### config.mk
export PLATFORM = sky130hd
export DESIGN_NAME = drdt_timer
export DESIGN_NICKNAME = d
export VERILOG_FILES = /design/src/verilog/drdt_pkg.sv /design/src/verilog/drdt_timer.sv
export VERILOG_INCLUDE_DIRS = /design/src /design/src/verilog
export SDC_FILE = /design/constraint.sdc
export NUM_CORES = 1
export LEC_CHECK = 0
export ABC_AREA = 1
export BUFFER_PORTS_ARGS = -buffer_cell sky130_fd_sc_hd__buf_2
export CORE_MARGIN = 3
export CORE_UTILIZATION = 55
export CTS_CLUSTER_SIZE = 40
export DETAILED_ROUTE_END_ITERATION = 10
export PLACE_DENSITY = 0.83
export SLEW_MARGIN = 5
export SYNTH_ARGS = -nofsm -noshare
export SYNTH_HDL_FRONTEND = slang
export SYNTH_SLANG_ARGS = --single-unit
### constraint.sdc
create_clock -name CLOCK -period 2.46 [get_ports CLOCK]
set_input_delay 0.123 -clock CLOCK [delete_from_list [all_inputs] [get_ports CLOCK]]
set_output_delay 0.123 -clock CLOCK [all_outputs]
set_load 0.01 [all_outputs]
### src/verilog/drdt_regs.svh
// constants for the dual reload down timer
`ifndef DRDT_REGS_SVH
`define DRDT_REGS_SVH

`define DRDT_CNT_W          8
`define DRDT_NIB_W          4
`define DRDT_CNT_RESET      8'h00
`define DRDT_CNT_ZERO       8'h00
`define DRDT_CNT_ONE        8'h01
`define DRDT_PRE_RESET      8'h00
`define DRDT_PRE_ONE        8'h01
`define DRDT_RATIO_DIV1     2'h0
`define DRDT_RATIO_DIV4     2'h1
`define DRDT_RATIO_DIV32    2'h2
`define DRDT_RATIO_DIV256   2'h3
`define DRDT_MASK_DIV4      8'h03
`define DRDT_MASK_DIV32     8'h1F
`define DRDT_MASK_DIV256    8'hFF
`define DRDT_SAMPLE_RESET   4'h0
`define DRDT_SAMPLE_ONE     4'h1
`define DRDT_SAMPLE_FALL    4'hF
`define DRDT_NIB_RESET      4'h0
`define DRDT_HI_MSB         7
`define DRDT_HI_LSB         4
`define DRDT_LO_MSB         3
`define DRDT_LO_LSB         0

`endif

### src/verilog/drdt_pkg.sv
// types shared by the dual reload down timer
package drdt_pkg;

    typedef struct packed {
        logic       run_bit;
        logic       source_sel;
        logic [1:0] divider_ratio;
    } drdt_chan_cfg_t;

    typedef struct packed {
        logic event_mode_sel;
        logic event_edge_polarity;
        logic noise_filter_enable;
    } drdt_event_cfg_t;

    typedef struct packed {
        logic low_read;
        logic high_read;
    } drdt_read_t;

    typedef enum logic [1:0] {
        DRDT_FLT_STABLE = 2'h0,
        DRDT_FLT_WAIT1  = 2'h1,
        DRDT_FLT_WAIT2  = 2'h3
    } drdt_flt_state_t;

endpackage

### src/verilog/drdt_timer.sv
// dual 8-bit reload down timer with event counting on timer 0
`timescale 1ns/1ps
`include "drdt_regs.svh"

module drdt_timer (
    // clock and reset
    input  wire logic                     CLOCK,
    input  wire logic                     RST_N,
    // oscillator and event pins
    input  wire logic                     LOW_SPEED_OSC,
    input  wire logic                     HIGH_SPEED_OSC,
    input  wire logic                     EVENT_INPUT_PIN,
    // channel configuration
    input  wire drdt_pkg::drdt_chan_cfg_t  T0_CFG,
    input  wire drdt_pkg::drdt_chan_cfg_t  T1_CFG,
    input  wire drdt_pkg::drdt_event_cfg_t T0_EVENT_CFG,
    input  wire logic [7:0]               T0_RELOAD_VALUE,
    input  wire logic [7:0]               T1_RELOAD_VALUE,
    input  wire logic                     T0_PRESET_STROBE,
    input  wire logic                     T1_PRESET_STROBE,
    // counter readback
    input  wire drdt_pkg::drdt_read_t      T0_READ,
    input  wire drdt_pkg::drdt_read_t      T1_READ,
    output logic [7:0]                    T0_COUNT_READBACK,
    output logic [7:0]                    T1_COUNT_READBACK,
    // interrupt flags and masks
    input  wire logic                     T0_FLAG_CLEAR,
    input  wire logic                     T1_FLAG_CLEAR,
    input  wire logic                     T0_IRQ_MASK,
    input  wire logic                     T1_IRQ_MASK,
    output logic                          T0_UNDERFLOW_FLAG,
    output logic                          T1_UNDERFLOW_FLAG,
    output logic                          T0_IRQ,
    output logic                          T1_IRQ,
    // underflow pulses
    output logic                          T0_DIVIDED_PULSE_OUT,
    output logic                          T1_DIVIDED_PULSE_OUT,
    output logic                          SERIAL_CLK_TICK
);

    localparam int NCH = 2;
    localparam int NPIN = 3;
    localparam int PIN_LOW = 0;
    localparam int PIN_HIGH = 1;
    localparam int PIN_EVT = 2;

    // per-channel views of the ports
    drdt_pkg::drdt_chan_cfg_t cfg      [NCH];
    drdt_pkg::drdt_read_t     rd       [NCH];
    logic [7:0]               reload   [NCH];
    logic                     preset   [NCH];
    logic                     clr      [NCH];
    logic                     mask     [NCH];

    assign cfg[0]    = T0_CFG;
    assign cfg[1]    = T1_CFG;
    assign rd[0]     = T0_READ;
    assign rd[1]     = T1_READ;
    assign reload[0] = T0_RELOAD_VALUE;
    assign reload[1] = T1_RELOAD_VALUE;
    assign preset[0] = T0_PRESET_STROBE;
    assign preset[1] = T1_PRESET_STROBE;
    assign clr[0]    = T0_FLAG_CLEAR;
    assign clr[1]    = T1_FLAG_CLEAR;
    assign mask[0]   = T0_IRQ_MASK;
    assign mask[1]   = T1_IRQ_MASK;

    // three-stage synchronisers for the pins
    logic [NPIN-1:0] pin_in;
    logic [NPIN-1:0] sync1_reg;
    logic [NPIN-1:0] sync2_reg;
    logic [NPIN-1:0] sync3_reg;
    logic [NPIN-1:0] level_reg;
    logic [NPIN-1:0] rise;
    logic [NPIN-1:0] agree;

    assign pin_in = {EVENT_INPUT_PIN, HIGH_SPEED_OSC, LOW_SPEED_OSC};

    // the first stage is read only by the second
    always_ff @(posedge CLOCK) begin
        if (!RST_N) begin
            sync1_reg <= '0;
            sync2_reg <= '0;
            sync3_reg <= '0;
        end else begin
            sync1_reg <= pin_in;
            sync2_reg <= sync1_reg;
            sync3_reg <= sync2_reg;
        end
    end

    genvar p;
    generate
        for (p = 0; p < NPIN; p++) begin : g_pin
            assign agree[p] = (sync2_reg[p] == sync3_reg[p]);
            assign rise[p]  = agree[p] & sync3_reg[p] & ~level_reg[p];
        end
    endgenerate

    // a change counts only once the second and third stages agree
    always_ff @(posedge CLOCK) begin
        if (!RST_N) begin
            level_reg <= '0;
        end else begin
            level_reg <= (agree & sync3_reg) | (~agree & level_reg);
        end
    end

    // 2048 Hz sampling signal from the low-speed oscillator
    logic [3:0] sample_div_reg;
    logic       sample_fall;

    // a falling point is the low-speed rise that wraps the divider
    assign sample_fall = rise[PIN_LOW] &&
                         (sample_div_reg == `DRDT_SAMPLE_FALL);

    always_ff @(posedge CLOCK) begin
        if (!RST_N) begin
            sample_div_reg <= `DRDT_SAMPLE_RESET;
        end else if (rise[PIN_LOW]) begin
            sample_div_reg <= sample_div_reg + `DRDT_SAMPLE_ONE;
        end
    end

    // noise rejector on the event input
    drdt_pkg::drdt_flt_state_t flt_state_reg;
    drdt_pkg::drdt_flt_state_t flt_state_next;
    logic                      flt_level_reg;
    logic                      flt_accept;
    logic                      raw_changed;

    // a change must survive two sampling falls; if it vanishes, restart
    assign raw_changed = (level_reg[PIN_EVT] != flt_level_reg);

    always_comb begin
        flt_state_next = flt_state_reg;
        flt_accept     = 1'b0;
        case (flt_state_reg)
            drdt_pkg::DRDT_FLT_STABLE: begin
                if (raw_changed) begin
                    flt_state_next = drdt_pkg::DRDT_FLT_WAIT1;
                end
            end
            drdt_pkg::DRDT_FLT_WAIT1: begin
                if (!raw_changed) begin
                    flt_state_next = drdt_pkg::DRDT_FLT_STABLE;
                end else if (sample_fall) begin
                    flt_state_next = drdt_pkg::DRDT_FLT_WAIT2;
                end
            end
            drdt_pkg::DRDT_FLT_WAIT2: begin
                if (!raw_changed) begin
                    flt_state_next = drdt_pkg::DRDT_FLT_STABLE;
                end else if (sample_fall) begin
                    flt_accept     = 1'b1;
                    flt_state_next = drdt_pkg::DRDT_FLT_STABLE;
                end
            end
            default: begin
                flt_state_next = drdt_pkg::DRDT_FLT_STABLE;
            end
        endcase
    end

    always_ff @(posedge CLOCK) begin
        if (!RST_N) begin
            flt_state_reg <= drdt_pkg::DRDT_FLT_STABLE;
        end else begin
            flt_state_reg <= flt_state_next;
        end
    end

    always_ff @(posedge CLOCK) begin
        if (!RST_N) begin
            flt_level_reg <= 1'b0;
        end else if (flt_accept) begin
            // only an accepted change moves the filtered level
            flt_level_reg <= level_reg[PIN_EVT];
        end
    end

    // event edge selection
    logic evt_level;
    logic evt_prev_reg;
    logic evt_tick;

    assign evt_level = T0_EVENT_CFG.noise_filter_enable ? flt_level_reg
                                                       : level_reg[PIN_EVT];
    assign evt_tick = T0_EVENT_CFG.event_edge_polarity
                    ? (evt_level & ~evt_prev_reg)
                    : (~evt_level & evt_prev_reg);

    always_ff @(posedge CLOCK) begin
        if (!RST_N) begin
            evt_prev_reg <= 1'b0;
        end else begin
            evt_prev_reg <= evt_level;
        end
    end

    // per-channel prescaler, counter, readback and flag
    logic       uflow         [NCH];
    logic       flag_q        [NCH];
    logic [7:0] readback_q    [NCH];
    logic       irq_q         [NCH];
    logic       uflow_pulse_w [NCH];

    genvar c;
    generate
        for (c = 0; c < NCH; c++) begin : g_ch
            logic [7:0] pre_reg;
            logic [7:0] pre_mask;
            logic [7:0] cnt_reg;
            logic [3:0] hold_hi_reg;
            logic       hold_reg;
            logic       src_edge;
            logic       pre_tick;
            logic       cnt_tick;
            logic       event_mode;
            logic       flag_reg;
            logic       irq_reg;
            logic       uflow_reg;
            logic [7:0] rb_reg;

            // timer 1 has no event path
            assign event_mode = (c == 0) &&
                                T0_EVENT_CFG.event_mode_sel;

            assign src_edge = cfg[c].source_sel ? rise[PIN_HIGH]
                                                : rise[PIN_LOW];

            always_comb begin
                case (cfg[c].divider_ratio)
                    `DRDT_RATIO_DIV4:   pre_mask = `DRDT_MASK_DIV4;
                    `DRDT_RATIO_DIV32:  pre_mask = `DRDT_MASK_DIV32;
                    `DRDT_RATIO_DIV256: pre_mask = `DRDT_MASK_DIV256;
                    default:            pre_mask = `DRDT_PRE_RESET;
                endcase
            end

            assign pre_tick = cfg[c].run_bit && src_edge &&
                              ((pre_reg & pre_mask) == pre_mask);

            // prescaler keeps its phase across stop and ratio changes
            always_ff @(posedge CLOCK) begin
                if (!RST_N) begin
                    pre_reg <= `DRDT_PRE_RESET;
                end else if (cfg[c].run_bit && src_edge) begin
                    pre_reg <= pre_reg + `DRDT_PRE_ONE;
                end
            end

            assign cnt_tick = cfg[c].run_bit &&
                              (event_mode ? evt_tick : pre_tick);

            // a preset in the same cycle wins over the underflow
            assign uflow[c] = cnt_tick && !preset[c] &&
                              (cnt_reg == `DRDT_CNT_ZERO);

            always_ff @(posedge CLOCK) begin
                if (!RST_N) begin
                    cnt_reg <= `DRDT_CNT_RESET;
                end else if (preset[c]) begin
                    cnt_reg <= reload[c];
                end else if (uflow[c]) begin
                    cnt_reg <= reload[c];
                end else if (cnt_tick) begin
                    cnt_reg <= cnt_reg - `DRDT_CNT_ONE;
                end
            end

            // high nibble held from low read until high read
            always_ff @(posedge CLOCK) begin
                if (!RST_N) begin
                    hold_reg    <= 1'b0;
                    hold_hi_reg <= `DRDT_NIB_RESET;
                end else if (rd[c].low_read) begin
                    hold_reg    <= 1'b1;
                    hold_hi_reg <= cnt_reg[`DRDT_HI_MSB:`DRDT_HI_LSB];
                end else if (rd[c].high_read) begin
                    hold_reg    <= 1'b0;
                end
            end

            always_ff @(posedge CLOCK) begin
                if (!RST_N) begin
                    rb_reg <= `DRDT_CNT_RESET;
                end else if (rd[c].low_read) begin
                    rb_reg <= cnt_reg;
                end else if (hold_reg) begin
                    // held high nibble over the live low nibble
                    rb_reg <= {hold_hi_reg,
                               cnt_reg[`DRDT_LO_MSB:`DRDT_LO_LSB]};
                end else begin
                    rb_reg <= cnt_reg;
                end
            end

            // set wins over a simultaneous clear
            always_ff @(posedge CLOCK) begin
                if (!RST_N) begin
                    flag_reg <= 1'b0;
                end else if (uflow[c]) begin
                    flag_reg <= 1'b1;
                end else if (clr[c]) begin
                    flag_reg <= 1'b0;
                end
            end

            // irq trails a flag clear by one cycle
            always_ff @(posedge CLOCK) begin
                if (!RST_N) begin
                    irq_reg   <= 1'b0;
                    uflow_reg <= 1'b0;
                end else begin
                    irq_reg   <= (flag_reg || uflow[c]) && mask[c];
                    uflow_reg <= uflow[c];
                end
            end

            assign flag_q[c]     = flag_reg;
            assign irq_q[c]      = irq_reg;
            assign readback_q[c] = rb_reg;
            assign uflow_pulse_w[c] = uflow_reg;
        end
    endgenerate

    // every output below is taken straight from a register
    assign T0_COUNT_READBACK    = readback_q[0];
    assign T1_COUNT_READBACK    = readback_q[1];
    assign T0_UNDERFLOW_FLAG    = flag_q[0];
    assign T1_UNDERFLOW_FLAG    = flag_q[1];
    assign T0_IRQ               = irq_q[0];
    assign T1_IRQ               = irq_q[1];
    assign T0_DIVIDED_PULSE_OUT = uflow_pulse_w[0];
    assign T1_DIVIDED_PULSE_OUT = uflow_pulse_w[1];
    assign SERIAL_CLK_TICK      = uflow_pulse_w[1];

endmodule

==> reports/metrics.yaml, run 1 <==
drt:
  first_pass_iters: 4
  route.antenna.remaining_nets: 0
  post_drt_via_cell_ratio: 5.00
  drt_iter0_markers: 144
  drcViolationCount: 0
  wl_um: 7890
  drt-wirelength-per-cell_um: 11.9
  via_count: 3323
sta:
  timing.hold.ws_ps: 25.6
  grt_setup_unrepaired: "false"
  finClkSkew_ps: 15.6
  period_needed_ps: 1830
  final-setup-viol-count: 0
  fin_setup_tns_ps: 0
  maxClockFrequency_ghz: 0.546
  finalWorstSetupSlack_ps: 630
  worst_slew_pin_slew_ps: 683
  timing.final.crit_share_pct: 74.4
  timing.final.max_slew_violations: 0
  count_of_endpoints_failing_hold_in_the_final_timing_report: 0
  worst_slew_slack_as_a_fraction_of_its_limit_pct: 54.4
clock_network:
  cts_resized: 0
  numCtsBuffers: 9
  ctsRootBufferMaster: "clkbuf_8"
  h-tree-depth: 3
  clock_sink_count: 84
  worstSkewPairLatency_ps: 360
  tritoncts: "done"
  clkTransAtPathRegs_ps: 90
  cts-hold-fix-buffers: 5
  post-cts-setup-buffers: 0
  cts-root-to-sink-buffers: 2
layout:
  final_area_um2: 4410
  nets: 632
  final.fill_count: 558
  share_of_final_layout_standard_cells_stronger_than_drive_strength_1_pct: 19.6
  finish.cell_count_without_fillers: 665
  synthToLayoutAreaGrowth_pct: 16.1
  antenna_cells: 0
synth:
  ys.warnings.count: 0
  ys_seq_area_share_pct: 44.3
  cells_after_synthesis: 516
  post_synthesis_instance_area_um2: 3800
  ys_types: 37
  syn_nets: 565
  synth_area_per_cell_um2: 7.36
  yosys.area.top_type: "dfxtp_1"
  synth.top_cell.area_share_pct: 44.3
  synth_top_cells_by_area: "dfxtp_1 (44%), inv_1 (8.2%), nand2_1 (7.6%)"
  synth-seq-cells: 84
setup_path:
  worstSetupStartpointType: "flop"
  worst_ep_arrival_time_ps: 2140
  cp_data_required_time_ps: 2770
  critical_path_endpoint_category: "flop"
  rr_startpoint: "sync3_reg[0]"
  worst_r2r_endpoint: "g_ch[0].cnt_reg[2]"
  worst-r2r-setup-slack_ps: 630
  ff2ff_path_depth: 13
  critical_path_class: "flop to flop"
  timing.critical_path.fanout_max: 12
floorplanning:
  floorplan.die_area_um2: 7940
  floorplan.initialDensity_pct: 58.2
  floorplan.die.height_um: 89.1
  floorplan.rows: 29
  floorplan.io_pins: 65
  die-width_um: 89.1
  core_area_um2: 6530
placed_design:
  pre_cts_slack_ps: 642
  postPlaceCellArea_um2: 4140
  port_buffers: 64
  detailed_placement_wirelength_estimate_um: 5760
  placed_cells: 644
  routabilityCongestion: 0.797
global_route:
  track_usage_pct: 20.8
  grt_first_pass_wirelength_um: 13100
  antenna_found_initial: 0
  pin_count_of_the_biggest_net_entering_global_routing: 48
  first_global_vias: 3226
  global_route.overflow_total: 0
worst_hold_path:
  timing.hold.worst_path_depth: 4
  path_class_of_the_lowest_slack_min_delay_path: "primary input to flop"
  holdCritStartpoint: "T1_READ[0]"
  min_to: "g_ch[1].hold_reg"
pwr:
  worst_ir_drop_vdd_mv: 0.413
  power_density_over_cell_area_nw_per_um2: 658
  power.leakage_nw: 2.27
run_status:
  run_status: "completed"
flow_run:
  timing.max_cap.violations: 0
==> layer usage <==
layer | track usage, % | vias up | part of all wire [%]
li1 | - | 1752 | -
met1 | 23.1 | 1489 | 43
met2 | 38.2 | 71 | 50
met3 | 4.98 | 11 | 4.4
met4 | 7.85 | 0 | 2.0
met5 | 0 | - | 0
==> cells in the final DEF (no fill, tap or decap), types with 3 or more instances in the layout <==
cell            n
a31oi_1         3
ha_1            7
a21oi_1        24
nand4_1         4
clkinv_1        3
o21ai_0        34
inv_2           7
or2_2           5
nand2_2        10
o21ai_1         5
dlygate4sd3_1   5
buf_2          64
nand2_1        77
clkinv_4        3
nand3_1        52
xor2_1          8
xnor2_1         5
clkbuf_8       12
nor3_1          7
dfxtp_1        84
inv_1          83
nor2_4          3
nor2_1         60
==> worst max path at each step <==
stage	start	end	slack [ps]	cells after the start
6_report	sync3_reg[0]	g_ch[0].cnt_reg[2]	630	13
5_1_grt	sync3_reg[0]	g_ch[0].cnt_reg[2]	380	13
4_1_cts	sync3_reg[0]	g_ch[0].cnt_reg[3]	630	13
3_5_place_dp	sync3_reg[0]	g_ch[0].cnt_reg[3]	640	13
3_3_place_gp	sync2_reg[0]	g_ch[0].cnt_reg[0]	780	13
2_1_floorplan	sync2_reg[0]	g_ch[0].cnt_reg[6]	900	14
==> final cells by class <==
type	instances	area, um^2	area share, %
multi-input cells	325	1690	38.2
clock buffers	12	165	3.74
inverters	93	349	7.91
clock inverters	4	56.3	1.28
flip-flops and latches	84	1680	38.1
well taps	77	96.3	2.18
repair buffers	70	378	8.56
==> Yosys cell counts, drive strengths merged <==
| library cell | instances |
|---|---|
| a211oi | 2 |
| a21oi | 25 |
| a221oi | 2 |
| a31oi | 3 |
| and3 | 1 |
| buf | 4 |
| clkbuf | 10 |
| clkinv | 3 |
| dfxtp | 84 |
| ha | 7 |
| inv | 90 |
| nand2 | 89 |
| nand3 | 55 |
| nand4 | 4 |
| nor2 | 65 |
| nor3 | 8 |
| nor3b | 2 |
| o21a | 2 |
| o21ai | 39 |
| o21bai | 1 |
| or2 | 7 |
| xnor2 | 5 |
| xor2 | 8 |
==> kinds of logic after synthesis <==
family,after synthesis,share of synthesized area (%)
and+or+nand+nor,231,28.6
DFF,84,44.3
buffers and inverters,107,11.4
xor gates and xnor gates,13,3.00
adders and majority gates,7,2.31
AOI/OAI and AO/OA,74,10.5
==> critical path: stages (launching register included) <==
cell     delay [ps]
dfxtp_1         340
ha_1            190
nand2_4          90
nand2_2          70
nand2_2          60
nor2_4          150
nand3_1         130
nand2_2         100
nand3_2         200
nand2_2         220
nand2_1          70
nand3_1          70
nand2_1          60
inv_1            40
==> through the flow <==
step	utilization [%]	power [mW]
detailed placement	63.4	1.87
global placement	63.4	1.85
floorplan	-	1.76
CTS	67.5	2.92
global route	67.5	3.04
finish	67.5	2.90
==> report_power, final <==
group | switching [mW] | internal (mW)
clock network | 0.502 | 0.558
logic | 0.213 | 0.156
registers | 0.0497 | 1.42
total | 0.765 | 2.14
No activity file was read; power rests on OpenSTA's default activity.
==> inputs of run 2 (changes only) <==
- clock period: 2.46 -> 1.7 ns (I/O delays scaled with it)
==> reports/metrics.yaml, run 2 (synthesized netlist as in run 1, its figures left out) <==
drt:
  drcViolationCount: 0  # unchanged
  route.met3.wl_um: 475  # +36%
  via_count: 3556  # +7.0%
  drt_iter0_markers: 165  # +15%
  post_drt_via_cell_ratio: 5.18  # +3.6%
  wl_um: 8850  # +12%
  drt-wirelength-per-cell_um: 12.9  # +8.5%
  route.antenna.remaining_nets: 0  # unchanged
  wire_length_the_detailed_router_placed_on_met1_um: 3570  # +4.6%
  sum_of_met2_wire_segment_lengths_after_detailed_routing_um: 4510  # +13%
  dr.max_layer_used: "met4"
  first_pass_iters: 5  # +1
layout:
  layout.cells.most_common_list: "inv_1 (80), dfxtp_1 (79), nand2_1 (72)"
  layout.area.seq_um2: 1690  # +0.37%
  multiInputGateArea_um2: 1860  # +10%
  nets: 654  # +3.5%
  share_of_final_layout_standard_cells_stronger_than_drive_strength_1_pct: 25.6  # +6.0 points
  final_core_util_pct: 72.6  # +5.1 points
  finish.cell_count_without_fillers: 687  # +3.3%
  antenna_cells: 0  # unchanged
  final_common_cell: "inv_1"
  synthToLayoutAreaGrowth_pct: 24.8
  final.fill_count: 483  # -13%
  final_area_um2: 4740  # +7.5%
placed_design:
  routabilityCongestion: 0.874  # +9.6%
  postPlaceCellArea_um2: 4210  # +1.6%
  detailed_placement_wirelength_estimate_um: 5720  # -0.70%
  placed_cells: 653  # +1.4%
  port_buffers: 64  # unchanged
floorplanning:
  floorplan.io_pins: 65  # unchanged
  die-width_um: 89.1  # unchanged
  floorplan.die_area_um2: 7940  # unchanged
  floorplan.die.height_um: 89.1  # unchanged
  floorplan.rows: 29  # unchanged
  floorplan.initialDensity_pct: 58.2  # unchanged
  core_area_um2: 6530  # unchanged
sta:
  timing.final.max_slew_violations: 0  # unchanged
  finClkSkew_ps: 4.67  # -11.0 ps
  grt_setup_unrepaired: "true"
  worst_slew_pin_slew_ps: 483  # -200 ps
  count_of_endpoints_failing_hold_in_the_final_timing_report: 0  # unchanged
  worst_slew_slack_as_a_fraction_of_its_limit_pct: 67.6  # +13 points
  final-setup-viol-count: 0  # unchanged
  timing.final.crit_share_pct: 97.5  # +23 points
  period_needed_ps: 1660  # -173 ps
  maxClockFrequency_ghz: 0.603  # +10%
setup_path:
  ff2ff_path_depth: 10  # -3
  rr_startpoint: "g_ch[0].cnt_reg[0]"
  timing.critical_path.fanout_max: 8  # -4
  critical_path_endpoint_category: "flop"
  worstSetupStartpointType: "flop"
  critical_path_class: "flop to flop"
  cp-startpoint: "g_ch[0].cnt_reg[0]"
  cp_data_required_time_ps: 2010  # -760 ps
  worst_ep_arrival_time_ps: 1960  # -180 ps
pwr:
  power_density_over_cell_area_nw_per_um2: 918  # +40%
  power.leakage_nw: 2.39  # +5.2%
  worst_ir_drop_vdd_mv: 0.569  # +38%
  power_mw: 4.35  # +50%
clock_network:
  clock_sink_count: 84  # unchanged
  ctsRootBufferMaster: "clkbuf_8"
  clkTransAtPathRegs_ps: 80  # about the same
  tritoncts: "done"
  cts-root-to-sink-buffers: 2  # unchanged
  h-tree-depth: 3  # unchanged
  worstSkewPairLatency_ps: 360  # about the same
  numCtsBuffers: 9  # unchanged
worst_hold_path:
  timing.hold.worst_path_depth: 5  # +1
  holdCritStartpoint: "T0_RELOAD_VALUE[5]"
  path_class_of_the_lowest_slack_min_delay_path: "primary input to flop"
global_route:
  grt_first_pass_wirelength_um: 13300  # +1.5%
  first_global_vias: 3239  # +0.40%
  global_route.overflow_total: 0  # unchanged
  antenna_found_initial: 0  # unchanged
  track_usage_pct: 21.3  # +0.46 points
  pin_count_of_the_biggest_net_entering_global_routing: 44  # -8.3%
run_status:
  run_status: "completed"
flow_run:
  timing.max_cap.violations: 0  # unchanged
## run 2: worst max-delay path, stage by stage, from the launching register on
cell and delay, ps:
dfxtp_1 340, inv_2 80, ha_2 220, nand3_2 140, nor3_4 290, nand3_4 170
nand2_8 130, nand2_2 60, nand3_1 70, nand2_1 50, inv_1 50
## run 2: report_power, final
group          internal, mW  switching (mW)  total, mW
clock network         0.873           0.715       1.59
registers              2.06          0.0684       2.13
logic                 0.272           0.363      0.635
## run 2: worst paths after layout
kind / end / slack [ps]
setup / recovery: g_ch[0].cnt_reg[7] / 40
hold / removal: g_ch[0].cnt_reg[5] / 20
setup reg to reg: g_ch[0].cnt_reg[7] / 40
hold reg to reg: sync2_reg[1] / 410
## run 2: timing repair
| action | 4_1_cts | 5_1_grt |
|---|---|---|
| cloned | 0 | 4 |
| endpoints found under the setup margin | 8 | 24 |
| buffers inserted | 0 | 3 |
| hold buffers | 11 | 0 |
| endpoints found under the hold margin | 12 | 0 |
| pin swaps | 0 | 14 |
| resized for setup | 4 | 34 |
## run 2: area by class of cell
| class | instances | area share (%) |
|---|---|---|
| Clock inverter | 5 | 1.77 |
| Multi-Input combinational cell | 329 | 39.1 |
| Tap cell | 77 | 2.03 |
| Sequential cell | 84 | 35.6 |
| Timing Repair Buffer | 88 | 11.1 |
| Inverter | 93 | 7.36 |
| Clock buffer | 11 | 2.98 |
## run 2: stage by stage
step	setup slack [ps]	hold WS, ps	setup TNS [ps]
finish	42.9	16.6	0
global route	-68.2	27.2	-430
CTS	7.64	6.83	0
detailed placement	-40.2	274	-238
global placement	37.9	267	0
floorplan	145	183	0
## run 2: layer usage
layer  vias up  GRT usage, %
li1       1806             -
met1      1602          23.7
met2       118          37.5
met3        30          4.33
met4         0          11.9
met5         -             0
==> inputs of run 3 (changes only) <==
- CTS_BUF_LIST: unset -> sky130_fd_sc_hd__clkbuf_4 sky130_fd_sc_hd__clkbuf_8
- clock period: 1.7 -> 1.6 ns (I/O delays scaled with it)
==> reports/metrics.yaml, run 3 (synthesized netlist as in run 1, its figures left out) <==
clock_network:
  tritoncts: "done"
  numCtsBuffers: 9  # unchanged
  worstSkewPairLatency_ps: 360  # about the same
  clkTransAtPathRegs_ps: 80  # about the same
  cts-root-to-sink-buffers: 2  # unchanged
  h-tree-depth: 3  # unchanged
  ctsRootBufferMaster: "clkbuf_8"
  clock_sink_count: 84  # unchanged
sta:
  grt_setup_unrepaired: "true"
  finalWorstSetupSlack_ps: -15.5  # -58.4 ps
  maxClockFrequency_ghz: 0.619  # +2.6%
  timing.final.max_slew_violations: 0  # unchanged
  final-setup-viol-count: 2  # +2
  worst_slew_slack_as_a_fraction_of_its_limit_pct: 69.4  # +1.9 points
  finClkSkew_ps: 7.90  # +3.23 ps
  timing.final.crit_share_pct: 101  # +3.5 points
  worst_slew_pin_slew_ps: 456  # -27.8 ps
  timing.hold.ws_ps: 4.75  # -11.9 ps
  count_of_endpoints_failing_hold_in_the_final_timing_report: 0  # unchanged
  period_needed_ps: 1620  # -41.6 ps
drt:
  route.antenna.remaining_nets: 0  # unchanged
  drt-wirelength-per-cell_um: 13.7  # +6.4%
  wl_um: 9610  # +8.6%
  drt_iter0_markers: 136  # -18%
  via_count: 3689  # +3.7%
  post_drt_via_cell_ratio: 5.26  # +1.7%
  first_pass_iters: 4  # -1
  drcViolationCount: 0  # unchanged
run_status:
  violations: "setup timing"
  run_status: "complete, but fails checks"
worst_hold_path:
  path_class_of_the_lowest_slack_min_delay_path: "primary input to flop"
placed_design:
  detailed_placement_wirelength_estimate_um: 5700  # -0.45%
  placed_cells: 663  # +1.5%
  pre_cts_slack_ps: -154  # -113 ps
  port_buffers: 64  # unchanged
  routabilityCongestion: 0.836  # -4.3%
  postPlaceCellArea_um2: 4300  # +2.1%
layout:
  final_core_util_pct: 77.5  # +4.9 points
  final_area_um2: 5060  # +6.8%
  finish.cell_count_without_fillers: 701  # +2.0%
  synthToLayoutAreaGrowth_pct: 33.3
  antenna_cells: 0  # unchanged
  layout.cells.most_common_list: "inv_1 (79), dfxtp_1 (78), nand2_1 (64), buf_2 (64), nor2_1 (56)"
  final_common_cell: "inv_1"
  share_of_final_layout_standard_cells_stronger_than_drive_strength_1_pct: 33.0  # +7.4 points
  nets: 669  # +2.3%
floorplanning:
  floorplan.die.height_um: 89.1  # unchanged
  floorplan.io_pins: 65  # unchanged
  floorplan.die_area_um2: 7940  # unchanged
  floorplan.initialDensity_pct: 58.2  # unchanged
  core_area_um2: 6530  # unchanged
  die-width_um: 89.1  # unchanged
  floorplan.rows: 29  # unchanged
setup_path:
  timing.critical_path.fanout_max: 5  # -3
  critical_path_endpoint_category: "flop"
  worst_ep_arrival_time_ps: 1920  # -40 ps
  crit_path_max_incr_delay_ps: 340  # about the same
  crit_chain: "inv_2 > ha_4 > nand3_2 > nor2_2 > inv_2 > nor2_4 > nand3_4 > nand2_4 > nand2_2 > nand3_2 > nand3_2 > inv_1"
  crit_path_max_delay_family: "simple AND/OR/NAND/NOR gates"
  crit_path_frequent_cell: "nand3_2"
  cp_data_required_time_ps: 1900  # -110 ps
  critical_path_class: "flop to flop"
  worstSetupStartpointType: "flop"
  critical_path.n_buffers_inverters: 3  # +1
  critPathSlowestCell: "dfxtp_2"
  worst-r2r-setup-slack_ps: -20  # -60 ps
flow_run:
  timing.max_cap.violations: 0  # unchanged
global_route:
  track_usage_pct: 22.0  # +0.71 points
  grt_first_pass_wirelength_um: 13800  # +4.3%
  global_route.overflow_total: 0  # unchanged
  pin_count_of_the_biggest_net_entering_global_routing: 46  # +4.5%
  antenna_found_initial: 0  # unchanged
  first_global_vias: 3281  # +1.3%
pwr:
  power.leakage_nw: 2.54  # +6.2%
  worst_ir_drop_vdd_mv: 0.661  # +16%
  power_density_over_cell_area_nw_per_um2: 954  # +3.9%
-- run 3: per-layer routing --
layer | track usage, % | vias up | wire [um]
met4 | 9.47 | 0 | 273
met1 | 25.6 | 1736 | 3870
met2 | 39.1 | 87 | 5130
met3 | 4.15 | 26 | 334
li1 | - | 1840 | -
met5 | 0 | - | 0
-- run 3: layout make-up --
cell class                 count  area, um^2
fill                         420        1470
timing repair buffer         102         654
clock buffer                   9         124
sequential                    84        1690
tap                           77        96.3
inverter                      93         352
multi-input combinational    330        2040
clock inverter                 6         113
-- run 3: stage by stage --
stage / power, mW / setup TNS (ps)
global route: 5.02 / -1700
floorplan: 2.70 / 0
finish: 4.83 / -15.9
CTS: 4.71 / -124
detailed placement: 2.91 / -1280
global placement: 2.89 / -153
-- run 3: worst register-to-register path, stage by stage, from the launching register on --
cell and delay (ps):
dfxtp_2 340, inv_2 70, ha_4 140, nand3_2 90, nor2_2 120, inv_2 60, nor2_4 160, nand3_4 150
nand2_4 170, nand2_2 70, nand3_2 60, nand3_2 60, inv_1 70
-- run 3: path summary, 6_finish.rpt --
check	start	end	cells after the start
worst max-delay path	g_ch[1].cnt_reg[1]	g_ch[1].cnt_reg[4]	12
worst min-delay path	T0_RELOAD_VALUE[6]	g_ch[0].cnt_reg[6]	5
worst max register to register	g_ch[1].cnt_reg[1]	g_ch[1].cnt_reg[4]	12
worst min register to register	sync1_reg[2]	sync2_reg[2]	2
-- run 3: timing repair --
| action | CTS | global route |
|---|---|---|
| gates resized for setup | 15 | 72 |
| hold buffers | 10 | 0 |
| buffers inserted | 1 | 7 |
| setup endpoints to repair | 17 | 28 |
| pin swaps | 8 | 28 |
| cloned | 2 | 3 |
| hold endpoints to repair | 10 | 0 |
-- run 3: report_power, final --
group          switching (mW)  total, mW  leakage [nW]  internal (mW)
Combinational           0.443      0.781          1.73          0.338
Clock                   0.763       1.80         0.120           1.03
Sequential             0.0622       2.25         0.690           2.19
Total                    1.27       4.83          2.54           3.56
